## config.mk

```make
export PLATFORM = sky130hd
export DESIGN_NAME = rpt_regs
export DESIGN_NICKNAME = d
export VERILOG_FILES = /design/src/logic/rpt_pkg.sv /design/src/logic/rpt_regs.sv
export VERILOG_INCLUDE_DIRS = /design/src /design/src/logic
export SDC_FILE = /design/constraint.sdc
export NUM_CORES = 1
export LEC_CHECK = 0
export ABC_CLOCK_PERIOD_IN_PS = 3200
export BUFFER_PORTS_ARGS = -buffer_cell sky130_fd_sc_hd__buf_2
export CORE_UTILIZATION = 30
export CTS_BUF_LIST = sky130_fd_sc_hd__clkbuf_8
export CTS_CLUSTER_DIAMETER = 50
export DETAILED_ROUTE_END_ITERATION = 6
export SLEW_MARGIN = 20
export SYNTH_ARGS = -nofsm -noshare
export SYNTH_HDL_FRONTEND = slang
export SYNTH_SLANG_ARGS = --single-unit
```

## constraint.sdc

```tcl
create_clock -name clk -period 3.2 [get_ports clk]
set_clock_uncertainty 0.15 [all_clocks]
set_input_delay 0.64 -clock clk [delete_from_list [all_inputs] [get_ports clk]]
set_output_delay 0.64 -clock clk [all_outputs]
set_load 0.01 [all_outputs]
```

## src/logic/rpt_regs_map.svh

```systemverilog
`ifndef RPT_REGS_MAP_SVH
`define RPT_REGS_MAP_SVH
// register indices; byte address is four times the index
`define RPT_IDX_SECOND_PIN_FUNCTION      14'h1031
`define RPT_IDX_PIN_AND_MODE_CONTROL       14'h1032
`define RPT_IDX_LEGACY_IRQ_CLOCK_OUT_CONTROL       14'h1033
`define RPT_IDX_CARRIER_COUNT_FIFO_END_VCO_STATUS       14'h1034
`define RPT_IDX_VCO_CURRENT_CALIBRATION_CONTROL       14'h1035
`define RPT_IDX_LOW_GROUP_FRACTION       14'h1036
`define RPT_IDX_LOW_GROUP_INTEGER       14'h1037
`define RPT_IDX_HIGH_GROUP_FRACTION       14'h1038
`define RPT_IDX_HIGH_GROUP_INTEGER       14'h1039
`define RPT_IDX_IF1        14'h103a
`define RPT_IDX_IF2        14'h103b
`define RPT_IDX_IF3        14'h103c
`define RPT_IDX_IF4        14'h103d
`define RPT_IDX_CARRIER_SYNC_AND_RESEND_STATUS       14'h103e
`define RPT_IDX_AUX        14'h10f0
`define RPT_RESET_BYTE     8'h00
// pin function codes
`define RPT_SEL_WAIT       4'h0
`define RPT_SEL_SYNCIN     4'h3
`define RPT_SEL_FSYNCIN    4'hb
`define RPT_SEL_FIFORX     4'hf
// fixed values
`define RPT_VCO_DEFAULT    4'h8
`define RPT_CD_COUNT_BASE  8'h10
`define RPT_CD_RANGE_STEP  6'h08
`endif

```

## src/logic/rpt_pkg.sv

```systemverilog
package rpt_pkg;
  typedef logic [7:0] rpt_byte_t;
  typedef logic [3:0] rpt_pinsel_t;
  typedef logic [13:0] rpt_index_t;
endpackage : rpt_pkg

```

## src/logic/rpt_regs.sv

```systemverilog
// Functional notes
// - pin code 0 wait signal, 1 access end/frame sync, 2 modulation/carrier detect.
// - code 3 takes sync input when choice bit 0, else preamble detect out.
// - code 4 wake/wait, 5 demod input/AGC bit 0, 6 SPI data out.
// - code 11 in direct mode disables internal frame sync; pin feeds it.
// - codes 12 valid packet, 13 FIFO pointer, 14 battery, 15 FIFO RX input.
// - invert bit passes selected signal or its inverse.
// - output enable 0 leaves pin undriven, 1 drives it except when the code makes the pin an input.
// - strobe select bit picks register or strobe-command state control.
// - with wake enabled, mode bit picks wake-on-transmit or wake-on-receive.
// - FIFO length bit picks fixed or unbounded length.
// - read-frequency bit returns offset only with compensation active.
// - carrier detect count codes give 16, 32, 64, 128.
// - six bits form upper end pointer over external low byte.
// - calibration fail flag reads 0 pass, 1 fail.
// - VCO current reads auto result or manual value per select bit.
// - VCO current setting is 8 unless switch set, then manual value.
// - auto-IF enable plus 15-bit IF offset over two registers.
// - 16-bit LO offset word over two registers.
// - carrier detect range codes give 8, 16, 24, 32.
// - sync detect type bit picks re-preamble or buffer search.
// - resend done flag is 0 while resending, 1 when finished.
// - valid packet flag sets on event, clears only by strobe command.
// - resend count loads configured cycles, decrements per resend.
`timescale 1ns/100ps
`include "rpt_regs_map.svh"

module rpt_regs (
  // clock and reset
  input  wire logic        clk,
  input  wire logic        sys_rst,
  // wishbone slave
  input  wire logic        cyc_i,
  input  wire logic        stb_i,
  input  wire logic        we_i,
  input  wire logic [15:0] adr_i,
  input  wire logic [3:0]  sel_i,
  input  wire logic [31:0] dat_i,
  output logic      [31:0] dat_o,
  output logic             ack_o,
  output logic             err_o,
  // radio status sources
  input  wire logic        txMode,
  input  wire logic        directMode,
  input  wire logic        transferFinishedWait,
  input  wire logic        endOfAccessCode,
  input  wire logic        frameSync,
  input  wire logic        txModulationEnable,
  input  wire logic        carrierDetectOut,
  input  wire logic        preambleDetectOut,
  input  wire logic        mcuWakeSignal,
  input  wire logic        waitTransferIndication,
  input  wire logic        quadratureDemodInput,
  input  wire logic        agcLevelBit0,
  input  wire logic        spiDataOut,
  input  wire logic        fifoPointerFlag,
  input  wire logic        batteryDetectFlag,
  // calibration and resend events
  input  wire logic        vcoCalDone,
  input  wire logic        vcoCalFail,
  input  wire logic [3:0]  vcoCalResult,
  input  wire logic [3:0]  resendCycleSetting,
  input  wire logic        resendStart,
  input  wire logic        resendStep,
  input  wire logic        resendFinish,
  input  wire logic        validPacketEvent,
  input  wire logic        strobeClear,
  input  wire logic [7:0]  fifoEndLow,
  // second radio pin
  input  wire logic        pin2In,
  output logic             pin2Out,
  output logic             pin2Oe,
  // pin-derived inputs to the radio
  output logic             extSyncIn,
  output logic             extFrameSync,
  output logic             internalFrameSyncOff,
  output logic             fifoModeRxInput,
  // radio configuration
  output logic             strobeControlSelect,
  output logic             wakeOnTx,
  output logic             wakeOnRx,
  output logic             unboundedLengthSelect,
  output logic             readFreqOffset,
  output logic      [7:0]  carrierDetectCount,
  output logic      [5:0]  carrierDetectRange,
  output logic      [13:0] fifoEndPointer,
  output logic      [3:0]  vcoCurrentSetting,
  output logic             vcoManualSelect,
  output logic      [3:0]  lowGroupFraction,
  output logic      [7:0]  lowGroupInteger,
  output logic      [3:0]  highGroupFraction,
  output logic      [7:0]  highGroupInteger,
  output logic             autoIfEnable,
  output logic      [14:0] ifOffsetWord,
  output logic      [15:0] loOffsetWord,
  output logic             syncDetectType,
  output logic             validPacketFlag,
  output logic             resendDoneFlag,
  output logic      [3:0]  resendCountRemaining
);

  function automatic logic isIdx(input rpt_pkg::rpt_index_t idx,
                                 input rpt_pkg::rpt_index_t want);
    isIdx = (idx == want);
  endfunction : isIdx

  // stored bytes
  rpt_pkg::rpt_byte_t second_pin_function_r, pin_and_mode_control_r, legacy_irq_clock_out_control_r, carrier_count_fifo_end_vco_status_r, vco_current_calibration_control_r;
  rpt_pkg::rpt_byte_t low_group_fraction_r, low_group_integer_r, high_group_fraction_r, high_group_integer_r;
  rpt_pkg::rpt_byte_t if1_r, if2_r, if3_r, if4_r, carrier_sync_and_resend_status_r, aux_r;
  logic               ack_r, err_r;
  logic [31:0]        dat_r;
  logic               vco_current_cal_fail_r;
  logic [3:0]         calVal_r;
  logic               valid_packet_or_ack_ok_r, resendDone_r;
  logic [3:0]         resendCnt_r;
  logic               pinS1_r, pinS2_r, pinOut_r, pinOe_r;

  // bus decode
  wire rpt_pkg::rpt_index_t busIdx = adr_i[15:2];
  wire        busReq   = cyc_i & stb_i & ~ack_r & ~err_r;
  wire        hitAny   = (adr_i[1:0] == 2'b00) &
                         ((busIdx >= `RPT_IDX_SECOND_PIN_FUNCTION && busIdx <= `RPT_IDX_CARRIER_SYNC_AND_RESEND_STATUS) ||
                          isIdx(busIdx, `RPT_IDX_AUX));
  wire        wrStrobe = ack_r & cyc_i & stb_i & we_i & sel_i[0];
  wire [7:0]  wrByte   = dat_i[7:0];

  // own control bits
  wire        syncPreambleChoice = aux_r[0];
  wire        calibrationSwitch  = aux_r[1];
  wire        wakeFunctionEnable = aux_r[2];
  wire        autoFreqComp       = aux_r[3];

  // read layouts; write-only bytes read zero
  wire [3:0]  vcoCurrentValue = vco_current_calibration_control_r[0] ? vco_current_calibration_control_r[4:1] : calVal_r;
  wire [7:0]  vcbRead  = {3'b000, vco_current_cal_fail_r, vcoCurrentValue};
  wire [7:0]  chg1Read = {4'h0, low_group_fraction_r[3:0]};
  wire [7:0]  ack1Read = {2'b00, resendDone_r, valid_packet_or_ack_ok_r, resendCnt_r};
  wire [7:0]  readByte =
    isIdx(busIdx, `RPT_IDX_CARRIER_COUNT_FIFO_END_VCO_STATUS) ? vcbRead :
    isIdx(busIdx, `RPT_IDX_LOW_GROUP_FRACTION) ? chg1Read :
    isIdx(busIdx, `RPT_IDX_LOW_GROUP_INTEGER) ? low_group_integer_r :
    isIdx(busIdx, `RPT_IDX_HIGH_GROUP_FRACTION) ? high_group_fraction_r :
    isIdx(busIdx, `RPT_IDX_HIGH_GROUP_INTEGER) ? high_group_integer_r :
    isIdx(busIdx, `RPT_IDX_IF1)  ? if1_r :
    isIdx(busIdx, `RPT_IDX_IF2)  ? if2_r :
    isIdx(busIdx, `RPT_IDX_CARRIER_SYNC_AND_RESEND_STATUS) ? ack1Read :
    isIdx(busIdx, `RPT_IDX_AUX)  ? aux_r : `RPT_RESET_BYTE;

  always_ff @(posedge clk) begin
    if (sys_rst) begin
      ack_r <= 1'b0;
      err_r <= 1'b0;
      dat_r <= 32'h0000_0000;
    end else begin
      ack_r <= busReq & hitAny;
      err_r <= busReq & ~hitAny;
      dat_r <= (busReq & hitAny) ? {24'h00_0000, readByte} : 32'h0000_0000;
    end
  end

  assign ack_o = ack_r;
  assign err_o = err_r;
  assign dat_o = dat_r;

  // writes land on the acknowledge edge only
  always_ff @(posedge clk) begin
    if (sys_rst) begin
      second_pin_function_r <= `RPT_RESET_BYTE;
      pin_and_mode_control_r  <= `RPT_RESET_BYTE;
      legacy_irq_clock_out_control_r  <= `RPT_RESET_BYTE;
      carrier_count_fifo_end_vco_status_r  <= `RPT_RESET_BYTE;
      vco_current_calibration_control_r  <= `RPT_RESET_BYTE;
      low_group_fraction_r  <= `RPT_RESET_BYTE;
      low_group_integer_r  <= `RPT_RESET_BYTE;
      high_group_fraction_r  <= `RPT_RESET_BYTE;
      high_group_integer_r  <= `RPT_RESET_BYTE;
      if1_r   <= `RPT_RESET_BYTE;
      if2_r   <= `RPT_RESET_BYTE;
      if3_r   <= `RPT_RESET_BYTE;
      if4_r   <= `RPT_RESET_BYTE;
      carrier_sync_and_resend_status_r  <= `RPT_RESET_BYTE;
      aux_r   <= `RPT_RESET_BYTE;
    end else if (wrStrobe) begin
      // status fields at mixed addresses are never written
      if (isIdx(busIdx, `RPT_IDX_SECOND_PIN_FUNCTION)) second_pin_function_r <= wrByte;
      if (isIdx(busIdx, `RPT_IDX_PIN_AND_MODE_CONTROL))  pin_and_mode_control_r  <= wrByte;
      if (isIdx(busIdx, `RPT_IDX_LEGACY_IRQ_CLOCK_OUT_CONTROL))  legacy_irq_clock_out_control_r  <= wrByte;
      if (isIdx(busIdx, `RPT_IDX_CARRIER_COUNT_FIFO_END_VCO_STATUS))  carrier_count_fifo_end_vco_status_r  <= wrByte;
      if (isIdx(busIdx, `RPT_IDX_VCO_CURRENT_CALIBRATION_CONTROL))  vco_current_calibration_control_r  <= wrByte;
      if (isIdx(busIdx, `RPT_IDX_LOW_GROUP_FRACTION))  low_group_fraction_r  <= wrByte;
      if (isIdx(busIdx, `RPT_IDX_LOW_GROUP_INTEGER))  low_group_integer_r  <= wrByte;
      if (isIdx(busIdx, `RPT_IDX_HIGH_GROUP_FRACTION))  high_group_fraction_r  <= wrByte;
      if (isIdx(busIdx, `RPT_IDX_HIGH_GROUP_INTEGER))  high_group_integer_r  <= wrByte;
      if (isIdx(busIdx, `RPT_IDX_IF1))   if1_r   <= wrByte;
      if (isIdx(busIdx, `RPT_IDX_IF2))   if2_r   <= wrByte;
      if (isIdx(busIdx, `RPT_IDX_IF3))   if3_r   <= wrByte;
      if (isIdx(busIdx, `RPT_IDX_IF4))   if4_r   <= wrByte;
      if (isIdx(busIdx, `RPT_IDX_CARRIER_SYNC_AND_RESEND_STATUS))  carrier_sync_and_resend_status_r  <= wrByte;
      if (isIdx(busIdx, `RPT_IDX_AUX))   aux_r   <= wrByte;
    end
  end

  // calibration result and resend status
  wire [3:0] resendDec = (resendCnt_r != 4'h0) ? resendCnt_r - 4'h1 : 4'h0;
  wire [3:0] resendCnt_nxt = resendStart ? resendCycleSetting :
                             resendStep  ? resendDec : resendCnt_r;
  wire       resendDone_nxt = resendFinish | (resendDone_r & ~resendStart);
  wire       valid_packet_or_ack_ok_nxt = validPacketEvent | (valid_packet_or_ack_ok_r & ~strobeClear);

  always_ff @(posedge clk) begin
    if (sys_rst) begin
      vco_current_cal_fail_r       <= 1'b0;
      calVal_r     <= 4'h0;
      resendCnt_r  <= 4'h0;
      resendDone_r <= 1'b0;
      valid_packet_or_ack_ok_r      <= 1'b0;
    end else begin
      if (vcoCalDone) begin
        vco_current_cal_fail_r   <= vcoCalFail;
        calVal_r <= vcoCalResult;
      end
      resendCnt_r  <= resendCnt_nxt;
      resendDone_r <= resendDone_nxt;
      valid_packet_or_ack_ok_r      <= valid_packet_or_ack_ok_nxt;
    end
  end

  // second radio pin
  wire rpt_pkg::rpt_pinsel_t pinSel = second_pin_function_r[5:2];
  wire        pinInvert = second_pin_function_r[1];
  wire        pinEnable = second_pin_function_r[0];
  wire        pinS      = pinS2_r;
  // selection per code; direct-mode codes 7..10 idle low here
  wire [15:0] pinSrc = {
    1'b0,
    batteryDetectFlag,
    fifoPointerFlag,
    valid_packet_or_ack_ok_r,
    1'b0,
    4'h0,
    spiDataOut,
    directMode ? quadratureDemodInput : agcLevelBit0,
    wakeFunctionEnable ? mcuWakeSignal : waitTransferIndication,
    syncPreambleChoice & preambleDetectOut,
    txMode ? txModulationEnable : carrierDetectOut,
    txMode ? endOfAccessCode : frameSync,
    transferFinishedWait
  };
  wire        pinIsInput = (pinSel == `RPT_SEL_SYNCIN & ~syncPreambleChoice) |
                           (pinSel == `RPT_SEL_FSYNCIN) |
                           (pinSel == `RPT_SEL_FIFORX);
  wire        pinOut_nxt = pinSrc[pinSel] ^ pinInvert;
  wire        pinOe_nxt  = pinEnable & ~pinIsInput;

  always_ff @(posedge clk) begin
    if (sys_rst) begin
      pinS1_r  <= 1'b0;
      pinS2_r  <= 1'b0;
      pinOut_r <= 1'b0;
      pinOe_r  <= 1'b0;
    end else begin
      pinS1_r  <= pin2In;
      pinS2_r  <= pinS1_r;
      pinOut_r <= pinOut_nxt;
      pinOe_r  <= pinOe_nxt;
    end
  end

  assign pin2Out = pinOut_r;
  assign pin2Oe  = pinOe_r;
  // software is expected to keep the choice bit at 1
  assign extSyncIn = (pinSel == `RPT_SEL_SYNCIN) & ~syncPreambleChoice & pinS;
  assign internalFrameSyncOff = (pinSel == `RPT_SEL_FSYNCIN) & directMode;
  assign extFrameSync = internalFrameSyncOff & pinS;
  assign fifoModeRxInput = (pinSel == `RPT_SEL_FIFORX) & pinS;

  // configuration outputs
  assign strobeControlSelect   = pin_and_mode_control_r[3];
  assign wakeOnTx              = wakeFunctionEnable & pin_and_mode_control_r[2];
  assign wakeOnRx              = wakeFunctionEnable & ~pin_and_mode_control_r[2];
  assign unboundedLengthSelect = pin_and_mode_control_r[1];
  assign readFreqOffset        = autoFreqComp & pin_and_mode_control_r[4];
  assign carrierDetectCount    = `RPT_CD_COUNT_BASE << carrier_count_fifo_end_vco_status_r[7:6];
  assign carrierDetectRange    = `RPT_CD_RANGE_STEP * {4'h0, carrier_sync_and_resend_status_r[2:1]} +
                                 `RPT_CD_RANGE_STEP;
  assign fifoEndPointer        = {carrier_count_fifo_end_vco_status_r[5:0], fifoEndLow};
  assign vcoCurrentSetting     = calibrationSwitch ? vco_current_calibration_control_r[4:1] : `RPT_VCO_DEFAULT;
  assign vcoManualSelect       = vco_current_calibration_control_r[0];
  assign lowGroupFraction      = low_group_fraction_r[3:0];
  assign lowGroupInteger       = low_group_integer_r;
  assign highGroupFraction     = high_group_fraction_r[3:0];
  assign highGroupInteger      = high_group_integer_r;
  assign autoIfEnable          = if1_r[7];
  assign ifOffsetWord          = {if1_r[6:0], if2_r};
  assign loOffsetWord          = {if3_r, if4_r};
  assign syncDetectType        = carrier_sync_and_resend_status_r[0];
  assign validPacketFlag       = valid_packet_or_ack_ok_r;
  assign resendDoneFlag        = resendDone_r;
  assign resendCountRemaining  = resendCnt_r;

  // checks
  a_pin_invert_out: assert property (@(posedge clk) disable iff (sys_rst)
    1'b1 |=> pin2Out == ($past(pinSrc[pinSel]) ^ $past(pinInvert)))
    else $error("pin output does not follow selection and invert");
  a_pin_oe_off: assert property (@(posedge clk) disable iff (sys_rst)
    !pinEnable |=> !pin2Oe)
    else $error("pin driven while enable is clear");
  a_valid_packet_or_ack_ok_set_wins: assert property (@(posedge clk) disable iff (sys_rst)
    validPacketEvent |=> validPacketFlag)
    else $error("valid packet event lost");
  a_valid_packet_or_ack_ok_hold: assert property (@(posedge clk) disable iff (sys_rst)
    validPacketFlag && !strobeClear |=> validPacketFlag)
    else $error("valid packet flag cleared without strobe");
  a_resend_load: assert property (@(posedge clk) disable iff (sys_rst)
    resendStart |=> resendCountRemaining == $past(resendCycleSetting))
    else $error("resend count not loaded");
  a_resend_done: assert property (@(posedge clk) disable iff (sys_rst)
    resendStart && !resendFinish |=> !resendDoneFlag)
    else $error("resend done flag set while resending");
  a_vco_default: assert property (@(posedge clk) disable iff (sys_rst)
    !calibrationSwitch |-> vcoCurrentSetting == 4'h8)
    else $error("vco current not default with switch clear");
  a_cal_flag: assert property (@(posedge clk) disable iff (sys_rst)
    vcoCalDone |=> vco_current_cal_fail_r == $past(vcoCalFail))
    else $error("calibration flag not captured");
  a_bus_ack_once: assert property (@(posedge clk) disable iff (sys_rst)
    ack_o |=> !ack_o)
    else $error("ack held longer than one cycle");
  a_frame_sync_disable: assert property (@(posedge clk) disable iff (sys_rst)
    internalFrameSyncOff |-> directMode ##1 !pin2Oe)
    else $error("frame sync disabled outside direct mode");

endmodule : rpt_regs

```

==> summary.md <==
| Metric | Value |
|---|---|
| Status | finished clean |
| Final Wtd Congestion | 0.876 |
| Worst path max stage delay | 0.59 ns |
| Port Buf Inserts | 162 |
| WL/cell | 17.6 um |
| Sequential-to-total area share from yosys stat | 40.5% |
| Hold WC Path Type | in2reg |
| Rows | 50 |
| Drt initial violations | 390 |
| Clock slew at reported path FFs | 0.07 ns |
| Min Tclk post-route | 2.62 ns |
| Setup TNS Final | 0 ns |
| Total CTS buffers | 17 |
| Pre-CTS setup slack | 0.164 ns |
| Final Hold Vio Count | 0 |
| Fin worst setup slack | 0.580 ns |
| H-Tree Level Count | 4 |
| Ys async rst share | 0% |
| I/O pin count | 237 |
| Number of synthesis warnings | 0 |
| Most common cell after layout, fill and taps aside | buf_2 |
| Clock latency on the worst-skew pair | 0.46 ns |
| Total iterations of the first detailed-routing run | 5 |
| Crit-path max FO | 10 |
| Antenna-violating nets left | 0 |
| CP Class | in2reg |
| Gate Count Post-Synth | 646 |
| CORE AREA | 19000 um2 |
| Vias in the first global route | 4835 |
| WP data arrival | 2.87 ns |
| Max Cap Viol | 0 |
| EDFF count, synth | 0 |
| Post-CTS Setup Bufs | 0 |
| RSZ-0062 raised after global routing | no |
| Die area | 20200 um2 |
| Routed WL | 18700 um |
| Hpwl dp | 13300 um |
| Period utilization | 81.9% |
| Yosys cell types | 65 |
| Layout cell share with drive strength beyond 1 | 30.1% |
| First-pass GRT wire length | 28100 um |
| Pwr dens | 434 nW/um2 |
| Diodes inserted | 0 |
| Final count of pins violating max slew | 0 |
| Final #Nets | 887 |
| Starting Density | 31.0% |
| Die Wd | 142 um |
| Highest-count cells in the layout ignoring fill and taps | 161 x buf_2, 119 x dfxtp_1, 117 x nor2_1 |
| Worst path bufs/invs | 2 |
| CTS Hold Bufs | 0 |
| Post-cts resize count | 0 |
| Drt drc | 0 |
| Die span in y | 142 um |
| CP Cell Sequence | buf_2 -> nor4_4 -> nand2_2 -> nor3_1 -> nand3_1 -> a2111oi_0 -> buf_4 |
| CP endpoint kind | register |
| CTS Sinks | 119 |
| Antenna violations before repair | 0 |
| Synth Flop Type | dfxtp_1 |
| Gr usage total | 18.9% |
| Delay-heaviest family, CP | simple AND/OR/NAND/NOR gates |
| P_leak | 0.00308 uW |
| Vias per inst | 4.79 |
| Final setup vio count | 0 |
| Synth Cell Area | 5880 um2 |
| Cell with the largest stage delay on the worst path | a2111oi_0 |
| Clock root buffer master | clkbuf_8 |
| Critical Path Source Type | input pin |
| Vias after detailed routing | 5089 |
| Clock Path Buffers | 2 |
| Seq cells post-synth | 119 |
| Avg Cell Area, Syn | 9.10 um2 |
| Area delta synth->final | 22.3% |
| Worst Path Required | 3.45 ns |
| Worst-Margin Slew | 0.865 ns |
| Global route overflow | 0 |
| CTS tree | built |
| Rel. slew slack | 42.4% |
| Worst vdd ir | 0.000252 V |
| F_max | 0.382 GHz |
| Largest net degree at the start of global routing | 82 |
==> where the power goes <==
part	internal (uW)	switching [uW]	leakage [uW]
combinational	71.4	157	0.00193
sequential	1490	10.4	0.000961
clock	749	642	0.000196
total	2310	809	0.00308
==> state kept, by name, indices dropped and copies added, names as in the netlist, 3 cells and up <==
name                                 flops
resendCountRemaining                     4
aux_r                                    8
lowGroupInteger                          8
vco_current_calibration_control_r        5
carrier_count_fifo_end_vco_status_r      8
carrier_sync_and_resend_status_r         3
high_group_fraction_r                    8
highGroupInteger                         8
pin_and_mode_control_r                   4
low_group_fraction_r                     4
dat_o                                    8
calVal_r                                 4
if2_r                                    8
if1_r                                    8
if3_r                                    8
if4_r                                    8
second_pin_function_r                    6
==> Yosys cell counts, drive strengths merged, types with 2 or more instances <==
cell type	count	share of area, %
nor3b	2	0.26
o211ai	2	0.26
clkbuf	35	2.2
dfxtp	119	41
or3	5	0.55
o21ai	14	1.2
nand3	12	1.2
a311oi	2	0.30
nor2b	14	1.5
and3b	3	0.45
and4	2	0.32
o22ai	3	0.32
a21oi	23	2.0
nand3b	2	0.26
a2111oi	3	0.45
nor2	117	7.5
a22o	5	0.74
a221oi	2	0.30
nand2b	7	0.74
a222oi	3	0.51
nand4	6	0.64
inv	11	0.70
nand2	18	1.2
a211oi	6	0.77
nor3	15	1.9
buf	57	6.8
and2	11	1.2
mux2i	108	18
or2	2	0.21
mux2	4	0.77
nor4	11	2.6
==> final timing paths <==
check	from	endpoint	slack (ns)	cells after the start
setup / recovery	adr_i[10]	dat_o[1]	0.58	7
hold / removal	resendFinish	resendDoneFlag	0.24	3
setup reg to reg	ack_o	if2_r[7]	0.95	7
hold reg to reg	second_pin_function_r[0]	pin2Oe	0.29	2
==> per-layer routing <==
metal  vias up  wire length, um  global-route usage [%]
li1       2468                -                       -
met1      2394             8670                    25.4
met2       204             8340                    28.4
met3        23             1490                    6.46
met4         0              243                    5.89
met5         -                0                       0
==> worst register-to-register path: cells and delay by family (launching register included) <==
kind,cells,cell delay [ns]
buf+inv,2,0.54
simple gates,4,0.83
flops,1,0.38
mux,1,0.20
==> through the flow <==
stage	utilization (%)	total power (uW)	cell area [um2]	hold WS, ns	instances
finish	37.9	3120	7190	0.243	1063
global placement	35.8	1760	6780	0.284	1031
CTS	37.9	3140	7190	0.228	1063
global route	37.9	3240	7190	0.229	1063
floorplan	-	1700	5990	0.258	676
detailed placement	35.8	1760	6780	0.286	1031
==> area by class of cell <==
type | count | area (um2)
timing repair buffer | 187 | 1000
clock buffer | 20 | 275
multi-input combinational | 454 | 3030
fill | 1984 | 11800
inverter | 11 | 41.3
clock inverter | 12 | 128
sequential | 119 | 2380
tap | 260 | 325
==> cell families (layout without fill, tap and decap cells) <==
logic type	after synthesis	in the layout	synth area share [%]
other	1	31	0.0638
multiplexers	112	112	19.2
AND/OR/NAND/NOR	233	233	21.5
buffers and inverters	103	230	9.77
adder cells (fa/ha/maj)	1	1	0.213
AO/OA/AOI/OAI	77	77	8.81
flip-flops	119	119	40.5
Note: power is estimated with default switching activity, not from simulation.
